<file path="config.mk">
export PLATFORM = sky130hd
export DESIGN_NAME = ossc_ctrl
export DESIGN_NICKNAME = d
export VERILOG_FILES = /design/src/ossc_pkg.sv /design/src/ossc_sync2.sv /design/src/ossc_ctrl.sv
export SDC_FILE = /design/constraint.sdc
export NUM_CORES = 1
export LEC_CHECK = 0
export BUFFER_PORTS_ARGS = -buffer_cell sky130_fd_sc_hd__buf_4
export CAP_MARGIN = 25
export CELL_PAD_IN_SITES_DETAIL_PLACEMENT = 1
export CELL_PAD_IN_SITES_GLOBAL_PLACEMENT = 1
export CORE_MARGIN = 4
export CORE_UTILIZATION = 42
export CTS_CLUSTER_SIZE = 8
export DETAILED_ROUTE_END_ITERATION = 16
export PLACE_DENSITY = 0.8
export SYNTH_ARGS = -nofsm -noshare
export SYNTH_HDL_FRONTEND = slang
export SYNTH_SLANG_ARGS = --single-unit
export TNS_END_PERCENT = 1
</file>
<file path="constraint.sdc">
create_clock -name MCLK -period 3.24 [get_ports MCLK]
set_input_delay 0.324 -clock MCLK [delete_from_list [all_inputs] [get_ports MCLK]]
set_output_delay 0.324 -clock MCLK [all_outputs]
set_load 0.1 [all_outputs]
</file>
<file path="src/ossc_pkg.sv">
// Constants for the output resync and standby control block.
// Assumes a single sample clock domain; all users import the whole package.
//
// How it works
// Resync clears filter and serial clock counters.
// Resync leaves clock synthesizer dividers alone.
// Resync also resets the sigma-delta modulator.
// Clean samples start twelve samples after release.
// Host holds resync low half a clock.
// During resync bit clock high, frame low.
// Bit clock resumes within one-two periods.
// Frame sync restart delay fixed, repeatable.
// Host checks alignment by watching frame syncs.
// Power-up: standby register reads all ones.
// Clearing a bit wakes that block.
// All blocks standby also stops master reference.
// Standby bit map: seven down to zero.
// Clock buffer off needs PLL and converter.
// Converter standby halts filter clock, freezes outputs.
// Gain DAC standby three-states both gain outputs.
// Data shifts on rising clock after frame pulse.
// Bit clock is sample clock over divisor.
// Resync input passes two-stage synchronizer first.
package ossc_pkg;

   // ==========================================================
   // Standby register
   // ==========================================================
   localparam logic [7:0] OSSC_BLOCK_STANDBY_CONTROL_RESET = 8'hFF;      // All blocks asleep at power-up
   localparam logic [7:0] OSSC_BLOCK_STANDBY_CONTROL_BLOCKS = 8'hFD;     // Every bit but the unused one
   localparam int OSSC_BIT_BIAS_REF = 7;                // Bias reference
   localparam int OSSC_BIT_MIXER_PLL = 6;               // Mixer PLL, pump three-state
   localparam int OSSC_BIT_OSC = 5;                     // Clock oscillator
   localparam int OSSC_BIT_SAMPLE_PLL = 4;              // Sample clock PLL
   localparam int OSSC_BIT_GAIN_DAC = 3;                // Gain control DAC
   localparam int OSSC_BIT_FRONT_END = 2;               // LNA and mixer
   localparam int OSSC_BIT_CONVERTER = 0;               // Converter

   // ==========================================================
   // Timing
   // ==========================================================
   localparam logic [3:0] OSSC_CLEAN_SAMPLES = 4'hC;    // Samples disturbed by a resync
   localparam logic [3:0] OSSC_MIN_DIVISOR = 4'h2;      // Smallest divisor a register can toggle at
   localparam logic OSSC_RESYNC_IDLE = 1'b1;            // Resync pin level when idle

   // ==========================================================
   // Serial frame states
   // ==========================================================
   typedef enum logic [1:0] {
      OSSC_IDLE,
      OSSC_FSYNC,
      OSSC_SHIFT
   } ossc_frame_t;

endpackage

</file>
<file path="src/ossc_sync2.sv">
// Two flip-flop level synchronizer for the asynchronous resync pin.
// Assumes the pin is slow against the clock; the first stage feeds only the second.
module ossc_sync2 import ossc_pkg::*; (
   // Clocking
   input wire logic clk,
   input wire logic rst,
   input wire logic ce,
   // Level
   input wire logic d_in,
   output logic q_out
);

   // ==========================================================
   // Stages
   // ==========================================================
   logic meta_r;   // First stage, may go metastable
   logic meta_nxt; // Next first stage
   logic sync_r;   // Second stage, safe to use
   logic sync_nxt; // Next second stage

   // Next values; frozen while the enable is low
   always_comb begin
      meta_nxt = ce ? d_in : meta_r;
      sync_nxt = ce ? meta_r : sync_r;
   end

   // Registers rest at the idle level so reset is not seen as a resync
   always_ff @(posedge clk or posedge rst) begin
      if (rst) begin
         meta_r <= OSSC_RESYNC_IDLE;
         sync_r <= OSSC_RESYNC_IDLE;
      end else begin
         meta_r <= meta_nxt;
         sync_r <= sync_nxt;
      end
   end

   assign q_out = sync_r;

endmodule // ossc_sync2

</file>
<file path="src/ossc_ctrl.sv">
// Resync, serial output timing and standby control of the digitizer back end.
// Assumes MCLK is the sample clock; the standby register is written by the control port.
module ossc_ctrl import ossc_pkg::*; #(
   parameter int DECIM_W = 12,        // Width of the decimation count
   parameter int FRAME_BITS = 32,     // Bits per output frame
   parameter int BITCNT_W = 7         // Width of the frame bit counter
) (
   // Clock and reset
   input wire logic MCLK,
   input wire logic RST,
   input wire logic CE,
   // Resync pin, asynchronous, active low
   input wire logic RESYNC_REQUEST_N,
   // Output timing setup
   input wire logic [3:0] OUTPUT_RATE_DIVISOR,
   input wire logic [DECIM_W-1:0] DECIM_FACTOR,
   input wire logic [FRAME_BITS-1:0] SAMPLE_DATA,
   // Standby register port
   input wire logic BLOCK_STANDBY_CONTROL_WR_EN,
   input wire logic [7:0] BLOCK_STANDBY_CONTROL_WR_DATA,
   output logic [7:0] BLOCK_STANDBY_CONTROL,
   // Serial output
   output logic SERIAL_BIT_CLOCK_OUT,
   output logic FRAME_SYNC_OUT,
   output logic SERIAL_DATA_OUT,
   output logic SAMPLE_TAKEN,
   output logic DATA_CLEAN,
   // Converter control
   output logic MODULATOR_RESET,
   output logic FILTER_CLOCK_EN,
   // Power control
   output logic BIAS_REF_STANDBY,
   output logic MIXER_PLL_STANDBY,
   output logic MIXER_PUMP_OUT_OE_N,
   output logic SAMPLE_OSCILLATOR_STANDBY,
   output logic SAMPLE_PLL_STANDBY,
   output logic SAMPLE_PUMP_OUT_OE_N,
   output logic GAIN_DAC_STANDBY,
   output logic GAIN_CTRL_POS_OE_N,
   output logic GAIN_CTRL_NEG_OE_N,
   output logic FRONT_END_STANDBY,
   output logic CONVERTER_STANDBY,
   output logic COMMON_MODE_OUT_OE_N,
   output logic CLOCK_BUFFER_OFF,
   output logic MASTER_REF_STANDBY
);

   // ==========================================================
   // Resync pin synchronizer
   // ==========================================================
   logic resync_n_s; // Synchronized resync level
   logic resync;     // Resync held, active high

   ossc_sync2 u_sync (
      .clk(MCLK),
      .rst(RST),
      .ce(CE),
      .d_in(RESYNC_REQUEST_N),
      .q_out(resync_n_s)
   );

   assign resync = ~resync_n_s;

   // ==========================================================
   // Standby register
   // ==========================================================
   logic [7:0] block_standby_control_r;   // Standby bits, 1 keeps a block down
   logic [7:0] block_standby_control_nxt; // Next standby bits

   // Software write; a zero wakes the matching block
   always_comb begin
      block_standby_control_nxt = block_standby_control_r;
      if (CE && BLOCK_STANDBY_CONTROL_WR_EN) begin
         block_standby_control_nxt = BLOCK_STANDBY_CONTROL_WR_DATA;
      end
   end

   // Comes up with everything asleep
   always_ff @(posedge MCLK or posedge RST) begin
      if (RST) begin
         block_standby_control_r <= OSSC_BLOCK_STANDBY_CONTROL_RESET;
      end else begin
         block_standby_control_r <= block_standby_control_nxt;
      end
   end

   // Decoded power controls straight from register bits
   always_comb begin
      BLOCK_STANDBY_CONTROL = block_standby_control_r;
      BIAS_REF_STANDBY = block_standby_control_r[OSSC_BIT_BIAS_REF];
      MIXER_PLL_STANDBY = block_standby_control_r[OSSC_BIT_MIXER_PLL];
      MIXER_PUMP_OUT_OE_N = block_standby_control_r[OSSC_BIT_MIXER_PLL];
      SAMPLE_OSCILLATOR_STANDBY = block_standby_control_r[OSSC_BIT_OSC];
      SAMPLE_PLL_STANDBY = block_standby_control_r[OSSC_BIT_SAMPLE_PLL];
      SAMPLE_PUMP_OUT_OE_N = block_standby_control_r[OSSC_BIT_SAMPLE_PLL];
      GAIN_DAC_STANDBY = block_standby_control_r[OSSC_BIT_GAIN_DAC];
      GAIN_CTRL_POS_OE_N = block_standby_control_r[OSSC_BIT_GAIN_DAC];
      GAIN_CTRL_NEG_OE_N = block_standby_control_r[OSSC_BIT_GAIN_DAC];
      FRONT_END_STANDBY = block_standby_control_r[OSSC_BIT_FRONT_END];
      CONVERTER_STANDBY = block_standby_control_r[OSSC_BIT_CONVERTER];
      COMMON_MODE_OUT_OE_N = block_standby_control_r[OSSC_BIT_CONVERTER];
      // Buffer feeds both PLL and converter, so both must sleep
      CLOCK_BUFFER_OFF = block_standby_control_r[OSSC_BIT_SAMPLE_PLL] & block_standby_control_r[OSSC_BIT_CONVERTER];
      // Unused bit ignored when judging all blocks asleep
      MASTER_REF_STANDBY = ((block_standby_control_r & OSSC_BLOCK_STANDBY_CONTROL_BLOCKS) == OSSC_BLOCK_STANDBY_CONTROL_BLOCKS);
   end

   // ==========================================================
   // Timing counters
   // ==========================================================
   // Synthesizer dividers live elsewhere and never see the resync, so
   // devices sharing a sample clock keep their phase relation. // R2
   logic run;                       // Logic advances this cycle
   logic [3:0] ord;                 // Effective bit clock divisor
   logic [3:0] half;                // High phase length
   logic [3:0] div_r;               // Bit clock divider
   logic [3:0] div_nxt;
   logic clk_r;                     // Bit clock level
   logic clk_nxt;
   logic rise;                      // Bit clock rises next edge
   logic [DECIM_W-1:0] dec_r;       // Decimation counter
   logic [DECIM_W-1:0] dec_nxt;
   logic tick;                      // One output sample produced
   logic [3:0] clean_r;             // Samples since release, saturating
   logic [3:0] clean_nxt;

   // Converter standby stops the filter clock and freezes the serial, sample-taken and clean outputs
   assign run = CE & ~block_standby_control_r[OSSC_BIT_CONVERTER];
   assign FILTER_CLOCK_EN = run;
   // Divisor below two cannot be toggled by a register at this rate
   assign ord = (OUTPUT_RATE_DIVISOR < OSSC_MIN_DIVISOR) ? OSSC_MIN_DIVISOR
                                                          : OUTPUT_RATE_DIVISOR;
   assign half = ord >> 1;
   assign rise = (div_r == ord - 4'h1);
   assign tick = (dec_r == DECIM_FACTOR - {{(DECIM_W-1){1'b0}}, 1'b1});

   // Next counter values
   always_comb begin
      div_nxt = div_r;
      clk_nxt = clk_r;
      dec_nxt = dec_r;
      clean_nxt = clean_r;
      if (run) begin
         if (resync) begin
            // Held cleared for the whole low time
            div_nxt = 4'h0;
            dec_nxt = '0;
            clk_nxt = 1'b1;
            clean_nxt = 4'h0;
         end else begin
            // Bit clock is the sample clock over the divisor
            div_nxt = rise ? 4'h0 : div_r + 4'h1;
            // High phase first, so a wrap of the divider is a rising edge
            clk_nxt = (div_nxt < half) ? 1'b1 : 1'b0;
            dec_nxt = tick ? '0 : dec_r + {{(DECIM_W-1){1'b0}}, 1'b1};
            if (tick && clean_r != OSSC_CLEAN_SAMPLES) begin
               clean_nxt = clean_r + 4'h1;
            end
         end
      end
   end

   // Register counters
   always_ff @(posedge MCLK or posedge RST) begin
      if (RST) begin
         div_r <= 4'h0;
         clk_r <= 1'b1;
         dec_r <= '0;
         clean_r <= 4'h0;
      end else begin
         div_r <= div_nxt;
         clk_r <= clk_nxt;
         dec_r <= dec_nxt;
         clean_r <= clean_nxt;
      end
   end

   // ==========================================================
   // Frame sequencer
   // ==========================================================
   ossc_frame_t st_r;               // Frame state
   ossc_frame_t st_nxt;
   logic pend_r;                    // Sample waiting for a frame
   logic pend_nxt;
   logic fs_r;                      // Frame sync level
   logic fs_nxt;
   logic dout_r;                    // Serial data bit
   logic dout_nxt;
   logic [FRAME_BITS-1:0] sh_r;     // Shift register
   logic [FRAME_BITS-1:0] sh_nxt;
   logic [BITCNT_W-1:0] bit_r;      // Bits sent in this frame
   logic [BITCNT_W-1:0] bit_nxt;
   logic take_r;                    // Sample latched pulse
   logic take_nxt;

   // Frame timing is a pure function of the counters, hence repeatable
   always_comb begin
      st_nxt = st_r;
      pend_nxt = pend_r;
      fs_nxt = fs_r;
      dout_nxt = dout_r;
      sh_nxt = sh_r;
      bit_nxt = bit_r;
      take_nxt = take_r;
      if (run) begin
         // Pulse lasts one running cycle; frozen like the rest otherwise
         take_nxt = 1'b0;
         if (resync) begin
            // Whole port restarts from a clean state
            st_nxt = OSSC_IDLE;
            pend_nxt = 1'b0;
            fs_nxt = 1'b0;
            dout_nxt = 1'b0;
            bit_nxt = '0;
         end else begin
            // A new sample wins over the frame start clearing it
            if (rise && st_r == OSSC_IDLE) begin
               pend_nxt = 1'b0;
            end
            if (tick) begin
               pend_nxt = 1'b1;
            end
            if (rise) begin
               case (st_r)
                  OSSC_IDLE: begin
                     if (pend_r) begin
                        // One bit clock of frame sync ahead of data
                        st_nxt = OSSC_FSYNC;
                        fs_nxt = 1'b1;
                        sh_nxt = SAMPLE_DATA;
                        take_nxt = 1'b1;
                     end
                  end
                  OSSC_FSYNC: begin
                     st_nxt = OSSC_SHIFT;
                     fs_nxt = 1'b0;
                     dout_nxt = sh_r[FRAME_BITS-1];
                     sh_nxt = {sh_r[FRAME_BITS-2:0], 1'b0};
                     bit_nxt = {{(BITCNT_W-1){1'b0}}, 1'b1};
                  end
                  OSSC_SHIFT: begin
                     if (bit_r == BITCNT_W'(FRAME_BITS)) begin
                        st_nxt = OSSC_IDLE;
                        dout_nxt = 1'b0;
                        bit_nxt = '0;
                     end else begin
                        // Data moves with the rising bit clock
                        dout_nxt = sh_r[FRAME_BITS-1];
                        sh_nxt = {sh_r[FRAME_BITS-2:0], 1'b0};
                        bit_nxt = bit_r + {{(BITCNT_W-1){1'b0}}, 1'b1};
                     end
                  end
                  default: begin
                     st_nxt = OSSC_IDLE;
                  end
               endcase
            end
         end
      end
   end

   // Register frame state
   always_ff @(posedge MCLK or posedge RST) begin
      if (RST) begin
         st_r <= OSSC_IDLE;
         pend_r <= 1'b0;
         fs_r <= 1'b0;
         dout_r <= 1'b0;
         sh_r <= '0;
         bit_r <= '0;
         take_r <= 1'b0;
      end else begin
         st_r <= st_nxt;
         pend_r <= pend_nxt;
         fs_r <= fs_nxt;
         dout_r <= dout_nxt;
         sh_r <= sh_nxt;
         bit_r <= bit_nxt;
         take_r <= take_nxt;
      end
   end

   // ==========================================================
   // Outputs
   // ==========================================================
   assign SERIAL_BIT_CLOCK_OUT = clk_r;
   assign FRAME_SYNC_OUT = fs_r;
   assign SERIAL_DATA_OUT = dout_r;
   assign SAMPLE_TAKEN = take_r;
   assign DATA_CLEAN = (clean_r == OSSC_CLEAN_SAMPLES);
   // Modulator held in reset for the synchronized low time
   assign MODULATOR_RESET = resync;

endmodule // ossc_ctrl

</file>
---- Word level (Yosys, flattened, before mapping) ----
Index checks and enable logic that the tools add are counted.
word-level totals
  register bits ........................... 76
  input bits .............................. 61
  word-level logic and storage cells ...... 90
operators by class
  $add $sub $neg .......................... 6
  $lt $le $gt $ge ......................... 2
  equality and inequality tests ........... 17
  mux-type cells .......................... 36
  bitwise operators ....................... 4
  reductions and logical operators ........ 11
operators by type and width
  cell                                                         count
  one-hot mux 32 bit (3 select lines)                          1
  two-way mux 32 bit                                           2
  two-way mux 12 bit                                           2
  two-way mux 7 bit                                            3
  two-way mux 4 bit                                            5
  two-way mux 1 bit                                            15
  != test 3 bit (second input constant)                        5
  one-hot mux 7 bit (2 select lines)                           1
  adder 12 x 1 -> 12 bit (second input constant)               1
  == test 12 bit                                               1
  subtractor 12 x 1 -> 12 bit (second input constant)          1
  adder 4 x 1 -> 4 bit (second input constant)                 2
  two-way mux 2 bit                                            4
  != test 2 bit (second input constant)                        4
  AND reduction 4 bit                                          2
  adder 7 x 1 -> 7 bit (second input constant)                 1
  == test 7 x 6 -> 1 bit (second input constant)               1
  == test 7 bit (second input constant)                        1
  one-hot mux 2 bit (3 select lines)                           1
  AND reduction 6 bit                                          1
  == test 4 bit                                                1
  == test 4 bit (second input constant)                        1
  less-than comparator 4 x 2 -> 1 bit (second input constant)  1
  less-than comparator 4 x 3 -> 1 bit                          1
  other kinds (12)                                             18

---- Depth between registers and ports, before layout ----
Gate-level depths: netlist (run 1).
  word-level depth ........................ 8
  gate-level depth with buffers ........... 14

---- Hierarchy ----
A second synthesis (run 1) with hierarchy kept.
unflattened totals
  cells, all modules ...................... 476
  area, all modules ....................... 4433.0 um^2
by module, submodules not included
  module      times used  cells an instance  area an instance (um^2)
  ossc_ctrl   1           471                4354.2
  ossc_sync2  1           5                  78.8

---- Worst setup path after synthesis (run 1) ----
No wires, ideal clock.
  path kind ............................... flip-flop to output port
  start ................................... register block_standby_control_r[0] (netlist: BLOCK_STANDBY_CONTROL[0])
  end ..................................... output port MASTER_REF_STANDBY
  arrival ................................. 3.115 ns
  required time ........................... 2.916 ns
  setup slack ............................. -0.199 ns
  stages on the path, launching flop included .. 4
  cell sequence ........................... dfstp_2 and2_1 nand2_1 nor2_1
on the way
  longest elaborated chain between the ends .. 1
ends and longest elaborated chain
  element                   line              source
  start: declaration        ossc_ctrl.sv:67   logic [7:0] block_standby_control_r;
  start signal: assignment  ossc_ctrl.sv:83   block_standby_control_r <= block_standby_control_nxt;
  == test 7 bit             ossc_ctrl.sv:105  MASTER_REF_STANDBY = ((block_standby_control_r & OSSC_BLOCK_STANDBY_CONTROL_BLOCKS) == OSSC_BLOCK_STANDBY_CONT ...
  end: declaration          ossc_ctrl.sv:45   output logic MASTER_REF_STANDBY
No other way between the ends.

---- Worst setup path in the final report (run 1) ----
  start ................................... register dec_r[10]
  end ..................................... register clean_r[3]
on the way
  longest elaborated chain between the ends .. 4
ends and longest elaborated chain
  element                        line              source
  start: declaration             ossc_ctrl.sv:121  logic [DECIM_W-1:0] dec_r;
  start signal: assignment       ossc_ctrl.sv:173  dec_r <= dec_nxt;
  == test 12 bit                 ossc_ctrl.sv:135  assign tick = (dec_r == DECIM_FACTOR - {{(DECIM_W-1){1'b0}}, 1'b1});
  logical AND 1 bit              ossc_ctrl.sv:156  if (tick && clean_r != OSSC_CLEAN_SAMPLES) begin
  != test 2 bit (no line)        --
  AND reduction 2 bit (no line)  --
  end signal: assignment         ossc_ctrl.sv:174  clean_r <= clean_nxt;
  end: declaration               ossc_ctrl.sv:124  logic [3:0] clean_r;
No other way between the ends.
A chain may end at the register's enable or synchronous reset.

==> summary.txt, run 1 <==
Drt
  – Routed vias: 3850
  – Avg WL per Cell: 16.1 µm
  – DRT Pass-1 Iters: 4
  – Via density: 5.41
  – Drt initial violations: about 180
  – Drt drc: 0
  – Routed wire length: around 11000 µm
  – DRT antenna net count: 0

Power and ir drop
  – Net Switching: between 0.0015 and 0.002 W
  – Gate power share: approximately 43%
  – Power Internal: 0.00228 W
  – Pleak: about 2.5 nW
  – Pwr per Cell Area: around 720 mW/mm²
  – Clock power frac: 20.8%
  – Peak supply drop: 370 µV
  – Seq pwr share: a little over a third
  – Switching share of power: 42.5%

Final layout
  – Register area: ~0.0019 mm²
  – Layout Area Growth over Synthesis: 21.8%
  – Most frequent cells in the layout: 98 x buf_4, 76 x nand2_1, 65 x dfrtp_1
  – Area of the multi-input gates: 0.00236 mm²
  – Most common cell after layout, fill and taps aside: buf_4
  – Fraction of layout cells with a size suffix above 1: between 20% and 30%
  – Filler cells: roughly 1300
  – Fin nets: between 600 and 700
  – ANT cells: 0

Setup path
  – CP Launch Type: flop
  – Worst Path Buf+Inv: 1
  – CP top delay family: simple AND/OR/NAND/NOR gates
  – CP max stage delay: between 0.5 and 0.6 ns
  – CP max stage cell: or3b_2
  – Worst r2r src: dec_r[10]
  – R2R Path End: clean_r[3]
  – Reg2Reg Setup Slack: between 0.5 and 0.6 ns
  – Crit end category: flop
  – CP cell instances: xnor2_1, or3b_2, a2111oi_4, nand4_2, buf_4, o31a_1, nor3_1
  – Crit. Startpoint: dec_r[10]
  – FF-to-FF path depth: 7
  – Setup CP Type: flop to flop
  – CP max FO: 10
  – Crit path required time: between 3 and 4 ns
  – CP arrival: around 3 ns

Yosys
  – Synth Net Count: between 500 and 600
  – Avg Cell Area, Syn: just over 9 µm²
  – Asr flop ratio synth: 100%
  – Synth Flop Type: dfrtp_1
  – Seq/Total Area, Yosys: 42.3%
  – Post-synth EDFFs: 0
  – Seq cells post-synth: 76
  – Cells after Synth: slightly below 500
  – Area of the mapped netlist: 0.00453 mm²
  – Post-synthesis cell type count: between 50 and 60
  – Synth warn: 0

Min path
  – Hold WC Path Type: input pin to async pin

Placement
  – # port buffers: 89
  – Pre-CTS WS: about 0.32 ns
  – DP Wirelength: roughly 8500 µm
  – Final RePlAce weighted congestion: 0.789

Timing
  – Final critical-path share of the clock period: a little over four fifths
  – Final hold viol count: 0
  – Slack of the critical path: 0.537 ns
  – Setup TNS Final: 0 ns
  – Worst Max-Slew Pin Slew: roughly 0.73 ns
  – RSZ-0062 raised after global routing: false
  – Period minus WS final: about 2.7 ns
  – Final setup vio count: 0
  – Final Max Slew Viols: 0
  – Fin Clk Skew: 0.00895 ns
  – Slew headroom: between 50% and 60%
  – F_max: about 0.37 GHz

Global routing
  – Largest net degree at the start of global routing: 77
  – Overflow after GRT: 0
  – Tot GR Track Use: a little under a fifth
  – Vias in the first global route: roughly 4000
  – First-pass GRT wire length: approximately 19000 µm
  – Initial antenna violation count: 0

Clock tree
  – CTS tree: built
  – CTS Buf Count: 9
  – Clock root cell: clkbuf_8
  – Max clock buf depth: 2
  – # resized after CTS: 0
  – Clk Latency, worst-skew pair: ~0.36 ns
  – Post-CTS Hold Fix Bufs: 0
  – Reg clk slew, reported paths: roughly 0.080 ns
  – H-tree depth: 3
  – Sink Count: 76
  – Postcts setup bufs: 0

Floorplanning
  – DIE AREA: around 0.013 mm²
  – Initial Util: a little over two fifths
  – Boundary pin count: 90
  – Rows: 37
  – Die Y: about 110 µm
  – Core area: roughly 0.010 mm²
  – Die W: about 110 µm

Run
  – Max cap viols: 0

Run status
  – Outcome: completed
## synth_stat cells, types with 7 or more instances
library cell  count  area (µm²)
nand2_1          76         285
mux2i_1          34         340
nand2b_1          9        56.3
dfstp_2          11         289
a21oi_1           9        45.0
nand4_1           7        43.8
dfrtp_1          65        1630
o211ai_1          7        52.6
clkbuf_1         19        71.3
nor3_1           10        50.1
nand3_1          20         100
mux2_2           11         124
xor2_1            9        78.8
nor2_1           17        63.8
buf_4            12        90.1
and3_1            8        50.1
nor2b_1           7        43.8
xnor2_1           7        61.3
o21ai_0          62         310
ha_1             15         188
inv_1            23        86.3
## how the worst max path moves through the flow
stage / to / slack (ns) / depth (start not counted)
finish: clean_r[3] / 0.54 / 7
global route: clean_r[3] / 0.34 / 7
CTS: clean_r[3] / 0.51 / 7
detailed placement: sh_r[10] / 0.32 / 13
global placement: sh_r[24] / 0.46 / 13
floorplan: MASTER_REF_STANDBY / 0.23 / 3
## kinds of logic (layout without fill, tap and decap cells)
family / Yosys count / count (layout) / share of synthesized area (%)
xor+xnor: 16 / 16 / 3.09
mux: 45 / 45 / 10.3
simple gates: 178 / 178 / 19.3
fa+ha+maj: 16 / 16 / 4.37
buf+inv: 59 / 138 / 6.00
flops: 76 / 76 / 42.3
compound gates: 107 / 107 / 14.7
## per-stage QoR
step	std cells	hold slack (ns)	util [%]	power [W]	cell area, µm²
5_1_grt	712	0.0802	53.0	0.00422	5520
3_3_place_gp	696	0.457	50.8	0.00309	5290
6_report	712	0.0531	53.0	0.00397	5520
2_1_floorplan	497	0.387	-	0.00275	4530
3_5_place_dp	696	0.467	50.8	0.00317	5290
4_1_cts	712	0.0672	53.0	0.00401	5520
## state kept, by name, summed over array words and instances, names as in the netlist
signal and flops:
FRAME_SYNC_OUT 1, pend_r 1, u_sync.meta_r 1, SERIAL_DATA_OUT 1, clean_r 4, st_r 2
u_sync.q_out 1, BLOCK_STANDBY_CONTROL 8, SAMPLE_TAKEN 1, sh_r 32, div_r 4, SERIAL_BIT_CLOCK_OUT 1
dec_r 12, bit_r 7
## layer usage
layer  GRT usage [%]  routed length [µm]  part of all wire, %  up-vias
li1                -                   -                    -     1886
met1            22.7                5050                   44     1893
met2            32.5                5880                   51       61
met3            4.08                 428                  3.7       10
met4            5.68                 140                  1.2        0
met5               0                   0                    0        -
## worst reg2reg max path, cell delays in order, from the launching register on
cell and delay, ns:
dfrtp_1 0.43, xnor2_1 0.31, or3b_2 0.51, a2111oi_4 0.38, nand4_2 0.27, buf_4 0.26, o31a_1 0.28, nor3_1 0.18
## power groups by stage
stage / clock, W / combinational (W) / sequential [W]
finish: 0.000825 / 0.00172 / 0.00142
global route: 0.000879 / 0.00188 / 0.00146
CTS: 0.000845 / 0.00175 / 0.00142
detailed placement: 0 / 0.00174 / 0.00143
global placement: 0 / 0.00167 / 0.00142
floorplan: 0 / 0.00119 / 0.00156
## final cells by class
class	instances	area share [%]
multi-input cells	362	42.8
flip-flops and latches	76	34.7
repair buffers	99	13.7
well taps	136	3.08
clock buffers	10	2.49
clock inverters	6	1.59
inverters	23	1.56
(Power assumes the default switching activity.)
==> run 2, diff against run 1 <==
--- a/config.mk
+++ b/config.mk
@@ -5,6 +5,7 @@
 export SDC_FILE = /design/constraint.sdc
 export NUM_CORES = 1
 export LEC_CHECK = 0
+export ABC_AREA = 1
 export BUFFER_PORTS_ARGS = -buffer_cell sky130_fd_sc_hd__buf_4
 export CAP_MARGIN = 25
 export CELL_PAD_IN_SITES_DETAIL_PLACEMENT = 1
@@ -13,7 +14,7 @@
 export CORE_UTILIZATION = 42
 export CTS_CLUSTER_SIZE = 8
 export DETAILED_ROUTE_END_ITERATION = 16
-export PLACE_DENSITY = 0.8
+export PLACE_DENSITY = 0.81
 export SYNTH_ARGS = -nofsm -noshare
 export SYNTH_HDL_FRONTEND = slang
 export SYNTH_SLANG_ARGS = --single-unit
==> constraint.sdc (replaced) <==
create_clock -name MCLK -period 2.6 [get_ports MCLK]
set_input_delay 0.26 -clock MCLK [delete_from_list [all_inputs] [get_ports MCLK]]
set_output_delay 0.26 -clock MCLK [all_outputs]
set_load 0.1 [all_outputs]
==> summary.txt, run 2 <==
Timing
  – Final hold viol count: 0 (unchanged)
  – Setup TNS Final: 0 ns (unchanged)
  – RSZ-0062 raised after global routing: false
  – Worst Max-Slew Pin Slew: 0.527 ns (-0.203 ns)
  – Min Hold Slack: 0.00791 ns (-0.0452 ns)
  – Final Max Slew Viols: 0 (unchanged)
  – Final critical-path share of the clock period: 81.4% (-2.1 points)
  – Slack of the critical path: 0.485 ns (-0.0523 ns)
  – F_max: 0.473 GHz (+28%)
  – Slew headroom: 64.8% (+14 points)
  – Final setup vio count: 0 (unchanged)
  – Fin Clk Skew: 0.00684 ns (-0.00211 ns)
  – Period minus WS final: 2.12 ns (-0.588 ns)

Power and ir drop
  – Pwr per Cell Area: 784 mW/mm² (+9.0%)
  – Switching share of power: 39.6% (-2.9 points)
  – Net Switching: 0.00181 W (+7.4%)
  – Pleak: 2.84 nW (+12%)
  – Gate power share: 38.3% (-5.1 points)
  – Power Internal: 0.00276 W (+21%)
  – Peak supply drop: 411 µV (+11%)
  – Clock power frac: 29.2% (+8.4 points)
  – Seq pwr share: 32.5% (-3.3 points)

Clock tree
  – Clk Latency, worst-skew pair: 0.33 ns (-0.03 ns)
  – Clock root cell: clkbuf_16
  – # resized after CTS: 0 (unchanged)
  – Max clock buf depth: 2 (unchanged)
  – Reg clk slew, reported paths: 0.06 ns (-0.02 ns)
  – CTS Buf Count: 9 (unchanged)
  – Post-CTS Hold Fix Bufs: 0 (unchanged)
  – H-tree depth: 3 (unchanged)
  – Sink Count: 76 (unchanged)
  – CTS tree: built
  – Postcts setup bufs: 0 (unchanged)

Placement
  – Final RePlAce weighted congestion: 0.869 (+10%)
  – Pre-CTS WS: 0.179 ns (-0.143 ns)
  – DP Wirelength: 9370 µm (+10%)
  – # port buffers: 89 (unchanged)

Setup path
  – CP Launch Type: flop
  – Setup CP Type: flop to flop
  – Crit path required time: 2.80 ns (-0.71 ns)
  – CP arrival: 2.31 ns (-0.66 ns)
  – CP max stage delay: 0.64 ns (+0.13 ns)
  – CP max FO: 18 (+8)
  – CP cell instances: nor2_8, buf_4, nand2_1, nand2_1, nand3b_1, o21ai_0
  – Crit end category: flop
  – Most frequent CP cell: nand2_1
  – CP max stage cell: dfstp_2

Drt
  – Drt initial violations: 175 (-3.8%)
  – DRT Pass-1 Iters: 4 (unchanged)
  – Avg WL per Cell: 15.8 µm (-2.4%)
  – DRT antenna net count: 0 (unchanged)
  – Via density: 5.17 (-4.5%)
  – Routed wire length: 12700 µm (+10%)
  – Drt drc: 0 (unchanged)
  – Routed vias: 4148 (+7.7%)

Global routing
  – Tot GR Track Use: 20.2% (+1.6 points)
  – Routing usage on met1: 22.8% (+0.11 points)
  – Largest net degree at the start of global routing: 77 (unchanged)
  – M2 GR Usage: 38.1% (+5.7 points)
  – Vias in the first global route: 4615 (+13%)
  – Layer with the highest usage: met2
  – Initial antenna violation count: 0 (unchanged)
  – First-pass GRT wire length: 21600 µm (+12%)
  – Overflow after GRT: 0 (unchanged)
  – Met3 Use GR: 3.38% (-0.69 points)

Final layout
  – Layout Area Growth over Synthesis: 21.9% (about the same)
  – Filler cells: 1332 (+6.5%)
  – Area of the multi-input gates: 0.00244 mm² (+3.1%)
  – Most frequent cells in the layout: 162 x nand2_1, 91 x buf_4, 65 x dfrtp_1
  – Max reg flops: 32 (unchanged)
  – ANT cells: 0 (unchanged)
  – Fraction of layout cells with a size suffix above 1: 27.8% (+1.2 points)
  – Most common cell after layout, fill and taps aside: nand2_1
  – Fin nets: 734 (+13%)
  – Top reg by flops: sh_r
  – Register area: 0.00192 mm² (unchanged)
  – Post-layout util: 53.1% (+0.13 points)

Yosys
  – Most frequent cell after synthesis: nand2_1
  – Seq cells post-synth: 76 (unchanged)
  – Asr flop ratio synth: 100% (unchanged)
  – Post-synth EDFFs: 0 (unchanged)
  – Synth top area cells: dfrtp_1 34%, nand2_1 13%, mux2i_1 6.5%
  – Cells after Synth: 579 (+16%)
  – Area of the mapped netlist: 0.00478 mm² (+5.6%)
  – Synth Flop Type: dfrtp_1
  – Synth warn: 0 (unchanged)
  – Avg Cell Area, Syn: 8.26 µm² (-9.3%)
  – Post-synthesis cell type count: 38 (-33%)
  – Top cells by count, synth: 162 x nand2_1, 65 x dfrtp_1, 58 x inv_1
  – Synth Net Count: 655 (+14%)
  – Share of the synthesized area in the top cell type: 34.0% (-1.9 points)
  – Area leader, netlist: dfrtp_1
  – Seq/Total Area, Yosys: 40.0% (-2.3 points)

Floorplanning
  – Boundary pin count: 90 (unchanged)
  – Rows: 38 (+2.7%)
  – Die Y: 115 µm (+2.6%)
  – DIE AREA: 0.0132 mm² (+5.2%)
  – Initial Util: 43.6% (+0.081 points)
  – Core area: 0.0110 mm² (+5.4%)
  – Die W: 115 µm (+2.6%)

Run
  – Max cap viols: 0 (unchanged)

Run status
  – Outcome: completed

Min path
  – Hold WC Path Type: input pin to async pin
run 2: cell types whose count changed after synthesis, sizes merged, moves of 9 or more:
cell,delta
clkbuf,-17
inv,+41
nand2,+87
nand2b,-9
nand3,+31
nor2,+21
o21ai,-13
o22ai,+11
run 2: logic make-up after synthesis:
logic type	share of synthesized area (%)
DFF	40.0
and+or+nand+nor	25.1
muxes	8.37
xor gates and xnor gates	2.75
AOI/OAI and AO/OA	10.6
adders and majority gates	3.92
buffers and inverters	9.18
run 2: cell type report:
type / count / area share, %
clock buffer: 10 / 3.93
clock inverter: 6 / 1.52
multi-input combinational: 413 / 41.8
sequential: 76 / 32.9
inverter: 64 / 4.16
timing repair buffer: 94 / 12.7
tap: 140 / 3.00
run 2: final timing paths:
path                            slack (ns)              endpoint  depth (start not counted)                      from
worst max-delay path                  0.48              bit_r[1]                          6  BLOCK_STANDBY_CONTROL[0]
worst min-delay path                 0.008              bit_r[0]                          3                       RST
worst max register to register        0.48              bit_r[1]                          6  BLOCK_STANDBY_CONTROL[0]
worst min register to register        0.48         u_sync.meta_r                          2             u_sync.meta_r
max in group asynchronous             2.23  SERIAL_BIT_CLOCK_OUT                          3                       RST
min in group MCLK                     0.14         u_sync.meta_r                          3          RESYNC_REQUEST_N
run 2: layer usage:
| layer | part of all wire, % | wire length (µm) |
|---|---|---|
| met1 | 40 | 5080 |
| met3 | 3.8 | 486 |
| met5 | 0 | 0 |
| met4 | 1.7 | 215 |
| met2 | 54 | 6870 |
run 2: stage by stage:
stage	total power [W]	cells	area, µm²
finish	0.00457	803	5830
global route	0.00481	803	5830
CTS	0.00462	803	5830
detailed placement	0.00327	787	5510
global placement	0.00320	787	5510
floorplan	0.00289	579	4790
run 2: critical path, delay by kind of cell (launching register included):
kind,cells,cell delay [ns]
buffers and inverters,1,0.21
AOI/OAI and AO/OA,1,0.09
DFF,1,0.64
and+or+nand+nor,4,1.04
run 2: power by group through the flow:
stage               clock network (W)  logic [W]  registers (W)
finish                        0.00134    0.00175        0.00148
global route                  0.00141    0.00190        0.00151
CTS                           0.00135    0.00178        0.00148
detailed placement                  0    0.00176        0.00150
global placement                    0    0.00171        0.00149
floorplan                           0    0.00119        0.00170
